`config.mk`:
```
export PLATFORM = sky130hd
export DESIGN_NAME = adc_sequencer
export DESIGN_NICKNAME = d
export VERILOG_FILES = /design/src/pkg/adc_seq_pkg.sv /design/src/verilog/bit_period_divider.sv /design/src/verilog/adc_sequencer.sv
export VERILOG_INCLUDE_DIRS = /design/src /design/src/pkg
export SDC_FILE = /design/constraint.sdc
export NUM_CORES = 1
export LEC_CHECK = 0
export CAP_MARGIN = 25
export CELL_PAD_IN_SITES_DETAIL_PLACEMENT = 1
export CELL_PAD_IN_SITES_GLOBAL_PLACEMENT = 1
export CORE_MARGIN = 2
export CORE_UTILIZATION = 47
export DETAILED_ROUTE_END_ITERATION = 6
export DONT_BUFFER_PORTS = 1
export PLACE_DENSITY_LB_ADDON = 0.1
export SLEW_MARGIN = 20
export SYNTH_ARGS = -nofsm -noshare
export SYNTH_HDL_FRONTEND = slang
export SYNTH_SLANG_ARGS = --single-unit
export TNS_END_PERCENT = 100
```
`constraint.sdc`:
```
create_clock -name pclk -period 2.8 [get_ports pclk]
set_input_delay 0.28 -clock pclk [delete_from_list [all_inputs] [get_ports pclk]]
set_output_delay 0.28 -clock pclk [all_outputs]
set_load 0.02 [all_outputs]
```
`src/pkg/adc_seq_map.svh`:
```
/*
  Register offsets, field positions, reset values and timing counts of the
  conversion sequencer.
  Assumes a 12-bit APB byte address and 32-bit data.
*/
`ifndef ADC_SEQ_MAP_SVH
`define ADC_SEQ_MAP_SVH

// ------------------------------------------------------------------------
// Register byte offsets
// ------------------------------------------------------------------------
`define ADC_OFS_CONTROL 12'h000
`define ADC_OFS_PIN_CONFIG 12'h004
`define ADC_OFS_RESULT 12'h008
`define ADC_OFS_IRQ_STATUS 12'h00c
`define ADC_OFS_IRQ_MASK 12'h010
`define ADC_OFS_GLOBAL_IRQ 12'h014
`define ADC_OFS_PIN_DIR 12'h018

// ------------------------------------------------------------------------
// Field positions of converter_control_0
// ------------------------------------------------------------------------
`define ADC_CTL_ON 0
`define ADC_CTL_GO 2
`define ADC_CTL_CHS_LSB 3
`define ADC_CTL_CHS_MSB 5
`define ADC_CTL_CS_LSB 6
`define ADC_CTL_CS_MSB 7

// ------------------------------------------------------------------------
// Widths, bit positions and reset values
// ------------------------------------------------------------------------
`define ADC_RESULT_BITS 8
`define ADC_RESULT_MSB 3'h7
`define ADC_PIN_BITS 4
`define ADC_DONE_BIT 0
`define ADC_CTL_RESET 8'h00
`define ADC_PIN_CONFIG_RESET 4'h0
`define ADC_PIN_DIR_RESET 4'hf
`define ADC_SAR_START 8'h80

// ------------------------------------------------------------------------
// Clocks per bit_conversion_period for each conversion clock select
// ------------------------------------------------------------------------
`define ADC_TAD_DIV0 7'h02
`define ADC_TAD_DIV1 7'h08
`define ADC_TAD_DIV2 7'h20
`define ADC_TAD_DIV3 7'h40

`endif

```
`src/pkg/adc_seq_pkg.sv`:
```
/*
  Types shared by the conversion sequencer files.
  Assumes nothing of its surroundings.
*/
package adc_seq_pkg;

  typedef enum logic [0:0] {
    seq_idle,
    seq_convert
  } seq_state_t;

  typedef logic [1:0] clock_select_t;

endpackage

```
`src/verilog/bit_period_divider.sv`:
```
/*
  Divider that gives a one-cycle tick once every bit_conversion_period.
  Assumes div is at least 2 and stable while enable is high.
*/
`timescale 1ns/100ps
`include "adc_seq_map.svh"

module bit_period_divider
(
  // Clock and reset
  input wire logic pclk,
  input wire logic presetn,
  // Control
  input wire logic clear,
  input wire logic enable,
  input wire logic [6:0] div,
  // Tick
  output logic tick
);

  logic [6:0] count;
  logic [6:0] next_count;
  wire last = (count == div - 7'h01);

  assign next_count = (clear || !enable || last) ? 7'h00 : count + 7'h01;
  assign tick = enable && !clear && last;

  always_ff @(posedge pclk or negedge presetn)
  begin
    if (!presetn)
      count <= 7'h00;
    else
      count <= next_count;
  end

endmodule

```
`src/verilog/adc_sequencer.sv`:
```
/*
  Successive-approximation conversion sequencer with an APB register file.
  Assumes an external DAC and comparator: cmp_high is high when the selected
  analog input is at or above dac_code, sampled synchronously to pclk.
*/
`timescale 1ns/100ps
`include "adc_seq_map.svh"


module adc_sequencer
(
  // Clock and reset
  input wire logic pclk,
  input wire logic presetn,
  // APB slave
  input wire logic psel,
  input wire logic penable,
  input wire logic pwrite,
  input wire logic [11:0] paddr,
  input wire logic [31:0] pwdata,
  output logic [31:0] prdata,
  output logic pready,
  output logic pslverr,
  // Analog front end
  input wire logic cmp_high,
  output logic [7:0] dac_code,
  output logic [2:0] channel_sel,
  output logic sample_hold,
  output logic converter_power,
  output logic [3:0] pin_config,
  output logic [3:0] pin_direction_bits,
  // Interrupt
  output logic irq
);

  // ----------------------------------------------------------------------
  // State
  // ----------------------------------------------------------------------
  adc_seq_pkg::seq_state_t state;
  adc_seq_pkg::seq_state_t next_state;
  logic [7:0] control;
  logic [7:0] next_control;
  logic [3:0] next_pin_config;
  logic [3:0] next_pin_direction_bits;
  logic [7:0] conversion_result_reg;
  logic [7:0] sar;
  logic [7:0] next_sar;
  logic [2:0] bit_index;
  logic [2:0] next_bit_index;
  logic conversion_done_flag;
  logic next_done_flag;
  logic conversion_irq_enable;
  logic global_irq_enable;
  logic [31:0] next_prdata;
  logic [6:0] tad_div;
  logic tad_tick;

  // ----------------------------------------------------------------------
  // APB decode
  // ----------------------------------------------------------------------
  wire setup = psel && !penable;
  wire wr = psel && penable && pwrite;
  wire hit_control = (paddr == `ADC_OFS_CONTROL);
  wire hit_pin_config = (paddr == `ADC_OFS_PIN_CONFIG);
  wire hit_result = (paddr == `ADC_OFS_RESULT);
  wire hit_status = (paddr == `ADC_OFS_IRQ_STATUS);
  wire hit_mask = (paddr == `ADC_OFS_IRQ_MASK);
  wire hit_global = (paddr == `ADC_OFS_GLOBAL_IRQ);
  wire hit_pin_dir = (paddr == `ADC_OFS_PIN_DIR);
  wire mapped = hit_control || hit_pin_config || hit_result || hit_status
    || hit_mask || hit_global || hit_pin_dir;

  assign pready = 1'b1;
  assign pslverr = psel && penable && !mapped;

  // ----------------------------------------------------------------------
  // Conversion control
  // ----------------------------------------------------------------------
  wire conv_on = control[`ADC_CTL_ON];
  wire busy = (state == adc_seq_pkg::seq_convert);
  wire wr_control = wr && hit_control;
  wire go_write = wr_control && pwdata[`ADC_CTL_GO] && pwdata[`ADC_CTL_ON];
  wire start = go_write && !busy;
  wire last_bit = busy && tad_tick && (bit_index == 3'h0);
  wire finish = last_bit && conv_on;
  wire abort = busy && wr_control && !pwdata[`ADC_CTL_ON];
  wire adc_seq_pkg::clock_select_t clk_sel = control[`ADC_CTL_CS_MSB:`ADC_CTL_CS_LSB];
  wire [7:0] cmp_keep = sar & ~(8'h01 << bit_index);

  assign tad_div = (clk_sel == 2'h0) ? `ADC_TAD_DIV0 :
                   (clk_sel == 2'h1) ? `ADC_TAD_DIV1 :
                   (clk_sel == 2'h2) ? `ADC_TAD_DIV2 : `ADC_TAD_DIV3;

  bit_period_divider u_tad
  (
    .pclk(pclk),
    .presetn(presetn),
    .clear(start),
    .enable(busy),
    .div(tad_div),
    .tick(tad_tick)
  );

  // Control register: software owns every field but go, which only hardware
  // clears, and channel and clock select freeze while a conversion runs.
  always_comb
  begin
    next_control = control;
    if (wr_control)
    begin
      next_control[`ADC_CTL_ON] = pwdata[`ADC_CTL_ON];
      if (!busy)
      begin
        next_control[`ADC_CTL_CS_MSB:`ADC_CTL_CHS_LSB] = pwdata[`ADC_CTL_CS_MSB:`ADC_CTL_CHS_LSB];
      end
    end
    if (start)
      next_control[`ADC_CTL_GO] = 1'b1;
    if (finish || abort)
      next_control[`ADC_CTL_GO] = 1'b0;
  end

  // Successive approximation: each bit period decides one result bit.
  always_comb
  begin
    next_state = state;
    next_sar = sar;
    next_bit_index = bit_index;
    case (state)
      adc_seq_pkg::seq_idle:
      begin
        if (start)
        begin
          next_state = adc_seq_pkg::seq_convert;
          next_sar = `ADC_SAR_START;
          next_bit_index = `ADC_RESULT_MSB;
        end
      end
      adc_seq_pkg::seq_convert:
      begin
        if (abort)
          next_state = adc_seq_pkg::seq_idle;
        else if (tad_tick)
        begin
          next_sar = cmp_high ? sar : cmp_keep[7:0];
          if (bit_index == 3'h0)
            next_state = adc_seq_pkg::seq_idle;
          else
          begin
            next_sar[bit_index - 3'h1] = 1'b1;
            next_bit_index = bit_index - 3'h1;
          end
        end
      end
      default:
        next_state = adc_seq_pkg::seq_idle;
    endcase
  end

  // Final decision of the least significant bit goes straight to the result.
  wire [7:0] final_code = cmp_high ? sar : cmp_keep[7:0];

  // Hardware set wins over a write-one-to-clear in the same cycle.
  wire clear_done = wr && hit_status && pwdata[`ADC_DONE_BIT];
  assign next_done_flag = finish ? 1'b1 :
    (clear_done ? 1'b0 : conversion_done_flag);

  assign next_pin_config = (wr && hit_pin_config) ? pwdata[3:0] : pin_config;
  assign next_pin_direction_bits = (wr && hit_pin_dir) ? pwdata[3:0] : pin_direction_bits;

  // ----------------------------------------------------------------------
  // Read data, captured in the setup cycle
  // ----------------------------------------------------------------------
  always_comb
  begin
    next_prdata = 32'h0000_0000;
    if (hit_control)
      next_prdata[7:0] = control;
    else if (hit_pin_config)
      next_prdata[3:0] = pin_config;
    else if (hit_result)
      next_prdata[7:0] = conversion_result_reg;
    else if (hit_status)
      next_prdata[`ADC_DONE_BIT] = conversion_done_flag;
    else if (hit_mask)
      next_prdata[`ADC_DONE_BIT] = conversion_irq_enable;
    else if (hit_global)
      next_prdata[0] = global_irq_enable;
    else if (hit_pin_dir)
      next_prdata[3:0] = pin_direction_bits;
  end

  // ----------------------------------------------------------------------
  // Registers
  // ----------------------------------------------------------------------
  always_ff @(posedge pclk or negedge presetn)
  begin
    if (!presetn)
    begin
      state <= adc_seq_pkg::seq_idle;
      control <= `ADC_CTL_RESET;
      sar <= 8'h00;
      bit_index <= 3'h0;
      conversion_done_flag <= 1'b0;
    end
    else
    begin
      state <= next_state;
      control <= next_control;
      sar <= next_sar;
      bit_index <= next_bit_index;
      conversion_done_flag <= next_done_flag;
    end
  end

  always_ff @(posedge pclk or negedge presetn)
  begin
    if (!presetn)
    begin
      conversion_irq_enable <= 1'b0;
      global_irq_enable <= 1'b0;
      pin_config <= `ADC_PIN_CONFIG_RESET;
      pin_direction_bits <= `ADC_PIN_DIR_RESET;
      prdata <= 32'h0000_0000;
    end
    else
    begin
      if (wr && hit_mask)
        conversion_irq_enable <= pwdata[`ADC_DONE_BIT];
      if (wr && hit_global)
        global_irq_enable <= pwdata[0];
      pin_config <= next_pin_config;
      pin_direction_bits <= next_pin_direction_bits;
      if (setup)
        prdata <= next_prdata;
    end
  end

  // The result register has no reset so it keeps its content across resets.
  always_ff @(posedge pclk)
  begin
    if (finish)
      conversion_result_reg <= final_code;
  end

  // ----------------------------------------------------------------------
  // Outputs
  // ----------------------------------------------------------------------
  assign dac_code = sar;
  assign channel_sel = control[`ADC_CTL_CHS_MSB:`ADC_CTL_CHS_LSB];
  assign converter_power = conv_on;
  // Acquisition runs whenever the converter is on and idle.
  assign sample_hold = conv_on && !busy;
  assign irq = global_irq_enable && conversion_irq_enable && conversion_done_flag;

endmodule

```
==> metrics.cfg <==
[final_layout]
finish.net_count=342
stdcell_count=361
post-route-cell-area_um2=3043
layout.cells.most_common=dfrtp_1
antenna_cells=0
syn_to_final_growth_pct=2.314
post_route_cells_drive_above_1_share=0.1329
mostFrequentLayoutCells=dfrtp_1 (41), conb_1 (25), nand2_1 (23), nor2_1 (23), mux2_2 (16)

[sta]
fin_setup_tns_ns=0
fin_crit_ns=2.269
worst_clock_skew_ns=0.004457
number_of_failing_setup_endpoints_in_the_final_timing_report=0
worst_slew_pin_slew_ns=0.6689
rsz0062_at_grt=no
final-hold-violation-count=0
fin_crit_share=0.8104
maxSlewHeadroom=0.5529
setup_slack_ns=0.5309
slew_limit_fails=0
fmaxAchievable_ghz=0.4407

[cts]
clock_tree_from_tritoncts=built
cts.reportedPaths.clkPinSlew_ns=0.10
cts_root_buf=clkbuf_8
clockBufferDepth=2
cts_sinks=53
cts_post_setup_buffers_inserted=0
tritoncts.num_buffers=5
worst_skew_pair.late_latency_ns=0.31
h-tree-depth=2
number_of_instances_resized_during_post_cts_repair=0

[floorplan]
ioPinCount=106
fp.coreArea_um2=6026
die-height_um=83.55
floorplan.initialDensity=0.4936
placementRows=28
fp.dieArea_um2=6980
fp.dieW_um=83.55

[global_route]
grt.overflow.total=0
largest_net_degree_at_the_start_of_global_routing=46
grt_antenna_before_repair=0
grt_first_pass_wirelength_um=11390
grt_pass1_vias=2175
groute.usage.overall=0.2041

[route]
detail-route-antenna-nets=0
via_per_inst=5.665
detail_route.wl_per_cell_um=19.47
drc_errors=0
first_iter_violations=35
routed-via-count=2045
detail_route.first_pass.iterations=4
finalWirelength_um=7027

[place]
post-dp-hpwl_um=5213
port_buffers=0
dpl_worst_slack_ns=0.5180
routabilityCongestion=0.8683
dp.cells=351
placement_cell_area_um2=2913

[worst_setup_path]
worst-path-buf-inv=1
startpoint_of_the_most_critical_register_to_register_path=control[7]
cp.required_ns=3.05
kind_of_start_point_of_the_critical_path=register
criticalPathCategory=reg2reg
crit_path_cell_trace=or2_1 > ha_1 > xor2_1 > o2111ai_1 > buf_4 > nor2_1 > a22o_1
critPathTopFamily=simple AND/OR/NAND/NOR gates
crit_path_top_delay_cell=dfrtp_1
cpPeakStageDelay_ns=0.46
worst_setup_path_end_kind=register
crit_path_max_fanout=11
worstPathArrival_ns=2.52
critPathLaunch=control[7]

[outcome]
run_status=finished, final reports clean

[synthesis]
yosysSeqAreaShare=0.4611
synth_edf_count=8
postSynth.asyncResetShare=0.8491
synth_area_um2=2974
syn-mean-instance-area_um2=10.36
synthDistinctLibCells=53
yosysWarnings=0
synth_top_flop_cell=dfrtp_1
number_of_cells_produced_by_synthesis=287
synth_seq_cells=53

[worst_hold_path]
min_from=pwdata[4]
worstHoldPathType=in2reg

[run]
max_cap_violations=0

[power]
power-per-cell-area_nw_per_um2=435.1
worst_ir_drop_vdd_uv=200.4
leakage_nw=1.286
design_power_total_mw=1.324

==> worst reg2reg max path: cells and delay by family (launching register included) <==
kind	cells	cell delay, ns
adders and majority gates	1	0.31
buffers and inverters	1	0.22
AOI/OAI and AO/OA	2	0.38
xor gates and xnor gates	1	0.13
DFF	1	0.46
and+or+nand+nor	2	0.71
==> what timing repair did <==
item | 4_1_cts | 5_1_grt
hold endpoints to repair | 45 | 0
hold buffers | 2 | 0
endpoints found under the setup margin | 0 | 0
==> area by class of cell <==
class | instances | area (µm²)
multi-input cells | 215 | 1403
inverters | 4 | 15.01
repair buffers | 6 | 67.56
fillers | 673 | 2983
well taps | 75 | 93.84
clock buffers | 5 | 68.82
flip-flops and latches | 53 | 1371
clock inverters | 3 | 23.77
==> path summary, 6_finish.rpt <==
path / end / slack [ns] / cells after the start
max: dac_code[5] / 0.53 / 7
min: control[4] / 0.11 / 1
max reg2reg: dac_code[5] / 0.53 / 7
min reg2reg: u_tad.count[0] / 0.50 / 1
max in group asynchronous: pin_direction_bits[2] / 2.03 / 2
min in group asynchronous: bit_index[0] / 0.46 / 2
==> logic make-up after synthesis <==
family,share of synthesized area
simple gates,0.1695
mux,0.07068
buf+inv,0.09633
fa+ha+maj,0.02945
flops,0.4611
other cells,0.002525
compound gates,0.1468
xor+xnor,0.02356
==> Yosys cell counts (2+ instances only) <==
master     n  area [µm²]
ha_1       7       87.58
clkbuf_1   5       18.77
edfxtp_1   8       240.2
nand4_1    3       18.77
buf_4     28       210.2
nor4_1     3       18.77
dfrtp_1   41        1026
mux2_2    16       180.2
a221oi_1   2       17.52
buf_6      3       33.78
o31ai_1    3       22.52
dfstp_2    4       105.1
o21ai_0    9       45.04
o21bai_1   7       52.55
nand2b_1   4       25.02
nor2_1    23       86.33
nor2b_1    6       37.54
nand2_1   23       86.33
xnor2_1    4       35.03
xor2_1     4       35.03
and3_1     5       31.28
mux2i_1    3       30.03
inv_1      4       15.01
a21oi_1   10       50.05
nor3_1     4       20.02
nor4_4     2       42.54
a22oi_1    7       52.55
a22o_1     7       61.31
conb_1     2       7.510
o21ai_1    5       25.02
a21boi_0   6       45.04
nand3_1    7       35.03
nor4b_1    2       17.52
==> power by group <==
| group | total, mW | leakage [nW] | switching (mW) | internal, mW |
|---|---|---|---|---|
| Combinational | 0.0880 | 0.578 | 0.0675 | 0.0205 |
| Sequential | 0.783 | 0.659 | 0.00225 | 0.781 |
| Clock | 0.453 | 0.0491 | 0.271 | 0.182 |
==> stage by stage <==
stage	util	hold slack, ns
final	0.5050	0.1121
after global routing	0.5050	0.09407
after CTS	0.5050	0.1017
after detailed placement	0.4834	-0.01473
after global placement	0.4834	-0.01465
after floorplan	-	-0.01559
==> routing by layer <==
layer | wire length [µm] | track usage
met1 | 3102 | 0.2666
met2 | 3398 | 0.3365
met3 | 422 | 0.05143
met4 | 103 | 0.06012
met5 | 0 | 0
Note: power is estimated with default switching activity, not from simulation.
